**src/shared/ffps_pkg.sv**
```systemverilog
// Constants, types and helpers for the feedforward pre-boost sequencer.
package ffps_pkg;

  // ----------------------------------------------------------------
  // Timing
  // ----------------------------------------------------------------
  localparam int CLK_MHZ        = 50;     // Unit clock rate in MHz.
  localparam int TICK_TIME_US   = 25000;  // Base tick, a quarter of 0.1 s.
  localparam int TICK_CYCLES    = CLK_MHZ * TICK_TIME_US;
  localparam int TICKS_PER_WAIT = 4;      // Base ticks in one 0.1 s unit.
  localparam int TICKS_PER_QSEC = 10;     // Base ticks in a quarter of 1 s.

  // ----------------------------------------------------------------
  // Field widths and values after reset
  // ----------------------------------------------------------------
  localparam int WAIT_W    = 11;  // Waiting time, 0 to 2000.
  localparam int OPT_W     = 12;  // Operation time, 1 to 3600 s.
  localparam int SEG_W     = 12;  // Segment value, -1999 to 1999.
  localparam int COEF_W    = 10;  // Coefficient, 1 to 999.
  localparam int CONTRIB_W = 16;  // Scaled segment value.
  localparam int LOOP_W    = 16;  // Loop output from the PID stage.
  localparam int MV_W      = 18;  // Summed manipulated output.
  localparam int CNT_W     = 16;  // Tick down-counter.
  localparam logic [WAIT_W-1:0] WAIT_RST = 11'h000;
  localparam logic [OPT_W-1:0]  OPT_RST  = 12'h001;
  localparam logic [SEG_W-1:0]  SEG_RST  = 12'h000;
  localparam logic [COEF_W-1:0] COEF_RST = 10'h064;  // Unity gain, 100.
  localparam int                COEF_UNITY = 100;

  // ----------------------------------------------------------------
  // Register map, byte addresses
  // ----------------------------------------------------------------
  localparam logic [7:0] CTRL_OFS    = 8'h00;
  localparam logic [7:0] STATUS2_OFS = 8'h04;
  localparam logic [7:0] INST_BASE   = 8'h10;
  localparam int         INST_BIT    = 5;     // Bit of the offset from INST_BASE picking the instance.
  localparam logic [2:0] F_WAIT      = 3'h0;  // Word slots inside an instance.
  localparam logic [2:0] F_OPT       = 3'h1;
  localparam logic [2:0] F_SEG1      = 3'h2;
  localparam logic [2:0] F_COEF      = 3'h6;
  localparam int CTRL_MODE_BIT   = 0;
  localparam int CTRL_EXEC1_BIT  = 1;
  localparam int CTRL_EXEC2_BIT  = 2;
  localparam int CTRL_CANCEL_BIT = 3;

  // ----------------------------------------------------------------
  // Sequencer states
  // ----------------------------------------------------------------
  typedef enum logic [1:0] {
    ST_IDLE = 2'b00,
    ST_WAIT = 2'b01,
    ST_SEG  = 2'b10
  } ffps_state_type;

  // Scales a segment value by a coefficient in 0.01 units, toward zero.
  function automatic logic signed [CONTRIB_W-1:0] scale_seg(
      input logic signed [SEG_W-1:0] seg,
      input logic        [COEF_W-1:0] coef);
    logic signed [SEG_W+COEF_W:0] prod;
    prod = seg * $signed({1'b0, coef});
    return CONTRIB_W'(prod / COEF_UNITY);
  endfunction

endpackage

```
**src/core/ffps_tick.sv**
```systemverilog
// Free-running base tick generator for the sequencer timing.
module ffps_tick
  import ffps_pkg::*;
#(
  parameter int CYCLES = TICK_CYCLES
) (
  // Clock and reset.
  input  wire logic ref_clk,
  input  wire logic reset_n,
  // One-cycle tick pulse.
  output logic      tick
);

  logic [31:0] cnt_r;  // Cycles since the last tick.

  // ----------------------------------------------------------------
  // Counter and pulse
  // ----------------------------------------------------------------
  // The counter never stops, so a first interval may be up to one tick short.
  always_ff @(posedge ref_clk or negedge reset_n) begin
    if (!reset_n) begin
      cnt_r <= 32'h0;
      tick  <= 1'b0;
    end else begin
      tick  <= (cnt_r == 32'(CYCLES - 1));
      cnt_r <= (cnt_r == 32'(CYCLES - 1)) ? 32'h0 : cnt_r + 32'h1;
    end
  end

endmodule

```
**src/core/ffps_seq.sv**
```systemverilog
// One pre-boost instance: waiting interval followed by four segments.
module ffps_seq
  import ffps_pkg::*;
(
  // Clock and reset.
  input  wire logic                        ref_clk,
  input  wire logic                        reset_n,
  // Timing and control.
  input  wire logic                        tick,
  input  wire logic                        start,
  input  wire logic                        abort,
  // Settings.
  input  wire logic [WAIT_W-1:0]           wait_val,
  input  wire logic [OPT_W-1:0]            opt_val,
  input  wire logic [3:0][SEG_W-1:0]       seg_vals,
  input  wire logic [COEF_W-1:0]           coef,
  // State and contribution.
  output logic                             run,
  output logic                             in_seg,
  output logic [1:0]                       seg_idx,
  output logic signed [CONTRIB_W-1:0]      contrib
);

  ffps_state_type   state_r, state_nxt;  // Sequencer state.
  logic [CNT_W-1:0] cnt_r, cnt_nxt;      // Ticks left in this interval.
  logic [1:0]       idx_r, idx_nxt;      // Active segment.
  logic [CNT_W-1:0] wait_load;           // Waiting interval in ticks.
  logic [CNT_W-1:0] qtr_load;            // One quarter in ticks.
  logic             last_tick;           // Interval ends on this tick.

  assign wait_load = CNT_W'(wait_val) * CNT_W'(TICKS_PER_WAIT);
  assign qtr_load  = CNT_W'(opt_val) * CNT_W'(TICKS_PER_QSEC);
  // A zero count ends at the next tick rather than wrapping round.
  assign last_tick = tick && (cnt_r <= CNT_W'(1));

  // ----------------------------------------------------------------
  // Next state
  // ----------------------------------------------------------------
  always_comb begin
    state_nxt = state_r;
    cnt_nxt   = cnt_r;
    idx_nxt   = idx_r;
    if (abort) begin
      state_nxt = ST_IDLE;
    end else begin
      unique case (state_r)
        ST_IDLE: begin
          if (start) begin
            idx_nxt   = 2'h0;
            state_nxt = (wait_load == '0) ? ST_SEG : ST_WAIT;
            cnt_nxt   = (wait_load == '0) ? qtr_load : wait_load;
          end
        end
        ST_WAIT: begin
          if (last_tick) begin
            state_nxt = ST_SEG;
            cnt_nxt   = qtr_load;
          end else if (tick) begin
            cnt_nxt = cnt_r - CNT_W'(1);
          end
        end
        ST_SEG: begin
          if (last_tick) begin
            // Each segment lasts one quarter, in order one to four.
            if (idx_r == 2'h3) begin
              state_nxt = ST_IDLE;
            end else begin
              idx_nxt = idx_r + 2'h1;
              cnt_nxt = qtr_load;
            end
          end else if (tick) begin
            cnt_nxt = cnt_r - CNT_W'(1);
          end
        end
        default: state_nxt = ST_IDLE;
      endcase
    end
  end

  // ----------------------------------------------------------------
  // State registers
  // ----------------------------------------------------------------
  always_ff @(posedge ref_clk or negedge reset_n) begin
    if (!reset_n) begin
      state_r <= ST_IDLE;
      cnt_r   <= '0;
      idx_r   <= 2'h0;
    end else begin
      state_r <= state_nxt;
      cnt_r   <= cnt_nxt;
      idx_r   <= idx_nxt;
    end
  end

  // Outputs; the contribution is zero outside the segments.
  assign run     = (state_r != ST_IDLE);
  assign in_seg  = (state_r == ST_SEG);
  assign seg_idx = idx_r;
  assign contrib = in_seg ? scale_seg(seg_vals[idx_r], coef) : '0;

endmodule

```
**src/core/ffps_sequencer.sv**
```systemverilog
// Top of the feedforward pre-boost sequencer with its AHB-Lite registers.
//
// Local design decisions: the AHB-Lite interface to the registers and the register addresses.
module ffps_sequencer
  import ffps_pkg::*;
#(
  parameter int TICK_CYC = TICK_CYCLES
) (
  // Clock and reset.
  input  wire logic                     ref_clk,
  input  wire logic                     reset_n,
  // AHB-Lite slave.
  input  wire logic                     hsel,
  input  wire logic [31:0]              haddr,
  input  wire logic [1:0]               htrans,
  input  wire logic                     hwrite,
  input  wire logic [2:0]               hsize,
  input  wire logic [31:0]              hwdata,
  input  wire logic                     hready,
  output logic                          hreadyout,
  output logic                          hresp,
  output logic [31:0]                   hrdata,
  // Commands that abort a running sequence.
  input  wire logic                     manual_cmd,
  input  wire logic                     stop_cmd,
  input  wire logic                     tune_start,
  input  wire logic                     invert_cmd,
  input  wire logic                     input_error,
  // Results of the disturbance autotune procedure.
  input  wire logic                     at_done,
  input  wire logic                     at_sel,
  input  wire logic [WAIT_W-1:0]        at_wait,
  input  wire logic [OPT_W-1:0]         at_opt,
  input  wire logic [4*SEG_W-1:0]       at_segs,
  // Loop output in and summed output out.
  input  wire logic signed [LOOP_W-1:0] loop_output,
  output logic signed [MV_W-1:0]        manipulated_output
);

  // ----------------------------------------------------------------
  // Declarations
  // ----------------------------------------------------------------
  // Bus pipeline.
  logic        ap_valid;     // Address phase taken this edge.
  logic [7:0]  addr_r;       // Latched byte address.
  logic        map_r;        // Latched address lies in the low page.
  logic        wr_pend_r;    // Write data phase in progress.
  logic        rd_pend_r;    // Read data phase, one wait state.
  logic        hreadyout_r;  // Ready towards the master.
  logic [31:0] hrdata_r;     // Read data register.
  logic [31:0] rd_data;      // Read mux result.

  // Write decode.
  logic        wr_en;        // A mapped write completes this edge.
  logic        wr_ctrl;      // Write to the control word.
  logic        wr_inst;      // Write inside an instance block.
  logic        wr_sel;       // Which instance a write targets.
  logic [2:0]  wr_slot;      // Which word inside the instance.

  // Settings: one shared mode bit, then one set per instance.
  logic              preboost_run_mode_r;  // 0 feedforward, 1 autotune.
  logic [WAIT_W-1:0] wait_r [2];
  logic [OPT_W-1:0]  opt_r  [2];
  logic [3:0][SEG_W-1:0] seg_r [2];
  logic [COEF_W-1:0] coef_r [2];

  // Commands and per-instance state.
  logic exec_one;    // Software asks instance one to execute.
  logic exec_two;    // Software asks instance two to execute.
  logic cancel;      // Software cancel.
  logic abort;       // Any abort cause.
  logic tick;        // Base tick.
  logic start [2];   // Accepted start per instance.
  logic run [2];
  logic in_seg [2];
  logic [1:0] seg_idx [2];
  logic signed [CONTRIB_W-1:0] contrib [2];
  logic signed [MV_W-1:0]      mv_nxt;
  logic signed [MV_W-1:0]      mv_r;

  // ----------------------------------------------------------------
  // Register slot decode
  // ----------------------------------------------------------------
  // Slot of an instance word, or 3'h7 when outside the blocks.
  function automatic logic [2:0] slot_of(input logic [7:0] a);
    logic [7:0] off;
    off = a - INST_BASE;
    if (a < INST_BASE || off[7:INST_BIT+1] != '0 || off[4:2] == 3'h7) begin
      return 3'h7;
    end
    return off[4:2];
  endfunction

  // Instance selected by an address inside the blocks.
  function automatic logic inst_of(input logic [7:0] a);
    logic [7:0] off;
    off = a - INST_BASE;
    return off[INST_BIT];
  endfunction

  // Read value of one instance word; segments sign-extend. The settings come in as
  // arguments so that the read mux follows every change of them, not only of the address.
  function automatic logic [31:0] inst_word(input logic [WAIT_W-1:0] w, input logic [OPT_W-1:0] o,
      input logic [COEF_W-1:0] c, input logic [3:0][SEG_W-1:0] sv, input logic [2:0] f);
    logic [31:0] v;
    v = 32'h0;
    if (f == F_WAIT) begin
      v = 32'(w);
    end else if (f == F_OPT) begin
      v = 32'(o);
    end else if (f == F_COEF) begin
      v = 32'(c);
    end else if (f != 3'h7) begin
      v = 32'($signed(sv[f - F_SEG1]));
    end
    return v;
  endfunction

  // ----------------------------------------------------------------
  // AHB-Lite slave pipeline
  // ----------------------------------------------------------------
  assign ap_valid = hsel && htrans[1] && hready;

  // Writes finish with no wait state; reads take one so that a read
  // right after a write always sees the value just stored.
  always_ff @(posedge ref_clk or negedge reset_n) begin
    if (!reset_n) begin
      addr_r      <= 8'h00;
      map_r       <= 1'b0;
      wr_pend_r   <= 1'b0;
      rd_pend_r   <= 1'b0;
      hreadyout_r <= 1'b1;
    end else if (ap_valid) begin
      addr_r      <= haddr[7:0];
      map_r       <= (haddr[31:8] == 24'h0);
      wr_pend_r   <= hwrite;
      rd_pend_r   <= !hwrite;
      hreadyout_r <= hwrite;
    end else begin
      wr_pend_r   <= 1'b0;
      rd_pend_r   <= 1'b0;
      hreadyout_r <= 1'b1;
    end
  end

  // Read data is captured in the wait state.
  always_ff @(posedge ref_clk or negedge reset_n) begin
    if (!reset_n) begin
      hrdata_r <= 32'h0;
    end else if (rd_pend_r) begin
      hrdata_r <= rd_data;
    end
  end

  assign hreadyout = hreadyout_r;
  assign hrdata    = hrdata_r;
  assign hresp     = 1'b0;  // Always OKAY; unmapped reads give zero.

  // ----------------------------------------------------------------
  // Read mux
  // ----------------------------------------------------------------
  // The status word shows mode in bit 0 and the two runs above it.
  assign rd_data = !map_r ? 32'h0 :
                   (addr_r == CTRL_OFS) ? {31'h0, preboost_run_mode_r} :
                   (addr_r == STATUS2_OFS) ? {29'h0, run[1], run[0], preboost_run_mode_r} :
                   inst_word(wait_r[wr_sel], opt_r[wr_sel], coef_r[wr_sel], seg_r[wr_sel], wr_slot);

  // ----------------------------------------------------------------
  // Write decode and commands
  // ----------------------------------------------------------------
  assign wr_en    = wr_pend_r && map_r;
  assign wr_ctrl  = wr_en && (addr_r == CTRL_OFS);
  assign wr_slot  = slot_of(addr_r);
  assign wr_sel   = inst_of(addr_r);
  assign wr_inst  = wr_en && (wr_slot != 3'h7);
  assign exec_one = wr_ctrl && hwdata[CTRL_EXEC1_BIT];
  assign exec_two = wr_ctrl && hwdata[CTRL_EXEC2_BIT];
  assign cancel   = wr_ctrl && hwdata[CTRL_CANCEL_BIT];

  // Every documented cause ends both instances at once.
  assign abort = cancel || manual_cmd || stop_cmd || tune_start ||
                 invert_cmd || input_error;

  // A start is taken only in feedforward mode and only while neither
  // instance runs; if both are asked together, instance one wins.
  assign start[0] = exec_one && !preboost_run_mode_r && !run[0] && !run[1] && !abort;
  assign start[1] = exec_two && !exec_one && !preboost_run_mode_r &&
                    !run[0] && !run[1] && !abort;

  // Mode bit of the control word.
  always_ff @(posedge ref_clk or negedge reset_n) begin
    if (!reset_n) begin
      preboost_run_mode_r <= 1'b0;
    end else if (wr_ctrl) begin
      preboost_run_mode_r <= hwdata[CTRL_MODE_BIT];
    end
  end

  // ----------------------------------------------------------------
  // Instance settings and sequencers
  // ----------------------------------------------------------------
  ffps_tick #(
    .CYCLES (TICK_CYC)
  ) u_tick (
    .ref_clk (ref_clk),
    .reset_n (reset_n),
    .tick    (tick)
  );

  for (genvar g = 0; g < 2; g++) begin : g_inst
    logic at_hit;  // Autotune results aimed at this instance.
    logic sw_hit;  // Software write aimed at this instance.

    assign at_hit = at_done && (at_sel == 1'(g));
    assign sw_hit = wr_inst && (wr_sel == 1'(g));

    // Autotune results take priority over a software write in the same
    // cycle; the coefficient stays the host's to set.
    always_ff @(posedge ref_clk or negedge reset_n) begin
      if (!reset_n) begin
        wait_r[g] <= WAIT_RST;
        opt_r[g]  <= OPT_RST;
        seg_r[g]  <= {4{SEG_RST}};
        coef_r[g] <= COEF_RST;
      end else if (at_hit) begin
        wait_r[g] <= at_wait;
        opt_r[g]  <= at_opt;
        seg_r[g]  <= at_segs;
      end else if (sw_hit) begin
        if (wr_slot == F_WAIT) begin
          wait_r[g] <= hwdata[WAIT_W-1:0];
        end else if (wr_slot == F_OPT) begin
          opt_r[g] <= hwdata[OPT_W-1:0];
        end else if (wr_slot == F_COEF) begin
          coef_r[g] <= hwdata[COEF_W-1:0];
        end else begin
          seg_r[g][wr_slot - F_SEG1] <= hwdata[SEG_W-1:0];
        end
      end
    end

    ffps_seq u_seq (
      .ref_clk  (ref_clk),
      .reset_n  (reset_n),
      .tick     (tick),
      .start    (start[g]),
      .abort    (abort),
      .wait_val (wait_r[g]),
      .opt_val  (opt_r[g]),
      .seg_vals (seg_r[g]),
      .coef     (coef_r[g]),
      .run      (run[g]),
      .in_seg   (in_seg[g]),
      .seg_idx  (seg_idx[g]),
      .contrib  (contrib[g])
    );
  end

  // ----------------------------------------------------------------
  // Output summation
  // ----------------------------------------------------------------
  // Only one instance can run, so the sum cannot exceed the output width.
  assign mv_nxt = MV_W'(loop_output) + MV_W'(contrib[0]) + MV_W'(contrib[1]);

  always_ff @(posedge ref_clk or negedge reset_n) begin
    if (!reset_n) begin
      mv_r <= '0;
    end else begin
      mv_r <= mv_nxt;
    end
  end

  assign manipulated_output = mv_r;
endmodule

```
**config.mk**
```make
export PLATFORM = sky130hd
export DESIGN_NAME = ffps_sequencer
export DESIGN_NICKNAME = d
export VERILOG_FILES = /design/src/shared/ffps_pkg.sv /design/src/core/ffps_tick.sv /design/src/core/ffps_seq.sv /design/src/core/ffps_sequencer.sv
export SDC_FILE = /design/constraint.sdc
export NUM_CORES = 2
export LEC_CHECK = 0
export ABC_CLOCK_PERIOD_IN_PS = 24900
export BUFFER_PORTS_ARGS = -buffer_cell sky130_fd_sc_hd__buf_2
export CAP_MARGIN = 5
export CELL_PAD_IN_SITES_DETAIL_PLACEMENT = 1
export CELL_PAD_IN_SITES_GLOBAL_PLACEMENT = 2
export CORE_MARGIN = 3
export CORE_UTILIZATION = 39
export DETAILED_ROUTE_END_ITERATION = 8
export PLACE_DENSITY_LB_ADDON = 0.3
export SYNTH_ARGS = -nofsm -noshare
export SYNTH_HDL_FRONTEND = slang
export SYNTH_HIERARCHICAL = 1
export SYNTH_SLANG_ARGS = --single-unit
```
**constraint.sdc**
```tcl
create_clock -name ref_clk -period 24.9 [get_ports ref_clk]
set_input_delay 2.49 -clock ref_clk [delete_from_list [all_inputs] [get_ports ref_clk]]
set_output_delay 2.49 -clock ref_clk [all_outputs]
set_load 0.1 [all_outputs]
```
==> key figures <==
Drt
  – Vias per std cell: 5.937
  – WL final: 129.8 mm
  – Iter 0 DRT Violations: 2279
  – Initial DRT Pass Iterations: 5
  – DRC Markers: 0
  – Final ANT Viol Nets: 0
  – Post-DR wirelength/cell: 22.02 µm
  – DR vias: 34993

Synth
  – Syn Area/Cell: 8.343 µm²
  – Synth area leaders: dfrtp_1, fa_1, ha_1
  – Yosys cell types: 124
  – Fraction of registers with async set or reset after synthesis: 100.0%
  – Mapped cell area: 38070 µm²
  – Ys flop type: dfrtp_1
  – Number of synthesized flops with an enable pin: 0
  – Post-synthesis cell count: 4563
  – Post-synth top area cell: dfrtp_1
  – Syn_nets: 5159
  – Synth warnings: 6
  – Share of the synthesized area in the top cell type: 17.75%
  – Yosys reg bits: 279
  – Sequential fraction of the synthesis area: 18.37%

Die
  – Die Ht: 318.4 µm
  – Initial core utilization: 39.71%
  – Io pins: 220
  – Core area: 95860 µm²
  – Die W: 318.4 µm
  – Row Count: 113
  – Full die area: 101400 µm²

Clocking
  – Hold_buf cts: 0
  – Setup bufs post-CTS: 0
  – CTS H-tree depth: 2
  – CTS sink count: 279
  – Clk root buf: clkbuf_16
  – CTS Buffer Depth: 3
  – Reg clk slew, reported paths: 0.06 ns
  – Cts repair resizes: 0
  – CTS tree: yes
  – Num CTS Buffers: 39
  – Worst-skew pair later-pin latency: 0.60 ns

Place
  – Placed cell area: 39880 µm²
  – IO buf count: 194
  – Place WS: 2.381 ns
  – Post-DP HPWL: 99.35 mm
  – Placer Congestion: 0.8717
  – Dpl cells: 5821

STA
  – Final slew viol count: 0
  – Final hold violation count: 0
  – Setup TNS: 0 ns
  – FMAX: 0.04421 GHz
  – Finish-stage setup viols: 0
  – Skew final: 0.02315 ns
  – RSZ-0062 raised after global routing: false
  – Slack of the critical path: 2.280 ns
  – Slew of the pin with the lowest slew margin: 1.288 ns
  – Fin crit share: 90.84%
  – Slew headroom: 13.50%
  – Minimum clock period: 22.62 ns

Global routing
  – Grt ovf: 0
  – Antenna violations before repair: 4
  – Vias in the first global route: 36522
  – Largest net degree at the start of global routing: 156
  – Tot GR Track Use: 25.14%
  – First-pass GRT wire length: 208.5 mm

Setup path
  – Crit path max-delay family: compound AO/OA/AOI/OAI gates
  – Sum of buffers and inverters on the critical path: 2
  – Crit path kind: reg2reg
  – Crit path launch type: register
  – Largest stage delay on the critical path: 1.04 ns
  – CP Max Fanout: 15
  – CP arrival: 23.07 ns
  – RR Startpoint: g_inst[0].u_seq/seg_idx[0]$_DFFE_PN0P_
  – Reg-to-reg endpoint: manipulated_output[15]$_DFF_PN0_
  – FF-to-FF path depth: 62
  – R2R Setup Slk: 2.28 ns
  – CP dominant cell by count: fa_1
  – Worst endpoint required time: 25.35 ns
  – Worst-path cell with the longest stage delay: dfrtp_1
  – Setup crit end kind: register

Final layout
  – Share of layout cells above drive strength 1: 11.60%
  – Synth-to-layout area growth: 8.351%
  – Final Instance Area: 41250 µm²
  – Fill count: 11502
  – Nets: 5193
  – Fin cells: 5894

Pwr
  – Leak pwr: 18.66 nW
  – Power density over the cells: 37.40 nW/µm²
  – VDD IR max: 0.04290 mV

Worst hold path
  – HP Class: reg2reg
  – Min-delay src: u_tick/cnt_r[31]$_DFF_PN0_
  – Hold Path End: u_tick/cnt_r[31]$_DFF_PN0_
  – Hold Path Depth: 1

Run
  – Max-cap violations: 0

Run status
  – Status: finished clean
-- synthesized netlist by cell type, types with 14 or more instances --
library cell,number
o21bai_1,20
o21ai_0,190
nand4_1,47
dfrtp_1,270
o2111ai_1,15
buf_4,31
a2bb2oi_1,14
nor3_1,99
mux2_2,64
clkbuf_1,154
fa_1,245
and4_1,17
o21ai_1,134
xnor2_1,137
inv_1,361
or2_2,19
or3_1,38
nor2_1,258
o211a_1,15
and2_1,160
nand2b_1,30
ha_1,183
and3_1,43
a32oi_1,15
o22ai_1,26
or4_1,14
a211o_1,24
a211oi_1,63
a31oi_1,35
mux2i_1,180
o31ai_1,28
a21o_1,61
nand3_1,183
xor2_1,63
a21oi_1,198
nor4_1,46
o21a_1,26
o211ai_1,67
o22a_1,16
mux4_2,30
nand2_1,505
nor2b_1,23
a211oi_2,14
buf_2,31
-- cells in the final DEF, fill, tap and decap left out, types with 19 or more instances in the layout --
cell type,instances
a21o_1,61
nor4_1,44
a211o_1,24
nand4_1,47
o21ai_1,134
mux2i_1,180
nand2b_1,29
buf_2,193
a31oi_1,35
or3_1,38
nor3_1,98
fa_1,245
o31ai_1,28
o211ai_1,67
dfrtp_1,270
mux2_2,64
o21bai_1,20
and3_1,43
nor2b_1,22
clkbuf_16,39
a211oi_1,63
nor2_1,256
mux4_2,30
or2_2,19
xor2_1,63
inv_1,361
o21a_1,26
o21ai_0,190
buf_4,33
nand3_1,183
nand2_1,505
o22ai_1,26
ha_1,182
and2_1,160
a21oi_1,198
xnor2_1,137
-- state kept, by name, indices dropped and copies added (netlist names) --
signal and flops:
addr_r 8, coef_r 20, g_inst.u_seq/cnt_r 32, g_inst.u_seq/seg_idx 4
g_inst.u_seq/state_r 4, hrdata 13, hreadyout 1, manipulated_output 18
map_r 1, opt_r 24, preboost_run_mode_r 1, rd_pend_r 1
seg_r 96, u_tick/cnt_r 32, u_tick/tick 1, wait_r 22
wr_pend_r 1
-- final cells by class --
type,count,area [µm²],area share (%)
clock buffers,54,1092,2.648
inverters,363,1363,3.303
repair buffers,228,1249,3.027
flip-flops and latches,279,6993,16.95
diodes,1,2.502,0.006066
clock inverters,18,275.3,0.6673
well taps,1265,1583,3.837
multi-input cells,3686,28690,69.56
-- where the power goes --
part / switching (mW) / internal (mW) / leakage [nW]
Sequential: 0.0636 / 0.496 / 3.51
Combinational: 0.237 / 0.144 / 14.5
Clock: 0.239 / 0.363 / 0.667
Total: 0.539 / 1.00 / 18.7
-- worst max-delay path by stage --
stage | slack (ns) | start | to | cells after the start
finish | 2.28 | g_inst[0].u_seq/seg_idx[0]$_DFFE_PN0P_ | manipulated_output[15]$_DFF_PN0_ | 62
global route | 0.45 | g_inst[0].u_seq/seg_idx[0]$_DFFE_PN0P_ | manipulated_output[15]$_DFF_PN0_ | 65
CTS | 2.30 | g_inst[0].u_seq/seg_idx[0]$_DFFE_PN0P_ | manipulated_output[15]$_DFF_PN0_ | 63
detailed placement | 2.38 | g_inst[0].u_seq/seg_idx[0]$_DFFE_PN0P_ | manipulated_output[15]$_DFF_PN0_ | 63
global placement | 2.51 | g_inst[0].u_seq/seg_idx[0]$_DFFE_PN0P_ | manipulated_output[15]$_DFF_PN0_ | 62
floorplan | 6.12 | g_inst[1].u_seq/seg_idx[0]$_DFFE_PN0P_ | manipulated_output[15]$_DFF_PN0_ | 71
-- cell families after synthesis --
| group | count (synthesis) | synth area share (%) |
|---|---|---|
| AND/OR/NAND/NOR | 1567 | 20.40 |
| AO/OA/AOI/OAI | 1182 | 21.65 |
| buffers and inverters | 598 | 6.412 |
| adder cells (fa/ha/maj) | 432 | 19.00 |
| multiplexers | 298 | 9.268 |
| flip-flops | 279 | 18.37 |
| XOR/XNOR | 206 | 4.890 |
| other | 1 | 0.009850 |
-- stage by stage --
| stage | hold slack (ns) | utilization [%] | total power [mW] |
|---|---|---|---|
| after CTS | 0.4972 | 43.03 | 1.554 |
| after floorplan | 0.4467 | - | 0.7876 |
| after detailed placement | 0.4871 | 41.60 | 0.9387 |
| final | 0.4895 | 43.03 | 1.543 |
| after global placement | 0.4700 | 41.60 | 0.9301 |
| after global routing | 0.5135 | 43.03 | 1.609 |
-- worst register-to-register path, delay by kind of cell (launching register included) --
| family | cells | cell delay [ns] |
|---|---|---|
| compound gates | 32 | 11.31 |
| xor+xnor | 2 | 0.40 |
| fa+ha+maj | 10 | 4.67 |
| buf+inv | 2 | 0.09 |
| flops | 1 | 1.04 |
| mux | 5 | 2.44 |
| simple gates | 11 | 2.55 |
-- layer usage --
layer  up-vias  wire length (µm)  track usage [%]
met4         0              3480            6.808
met1     17642             59590            34.53
li1      16434                 -                -
met5         -                 0                0
met3       149              5507            2.707
met2       768             61240            42.08
No activity file was read; power rests on OpenSTA's default activity.
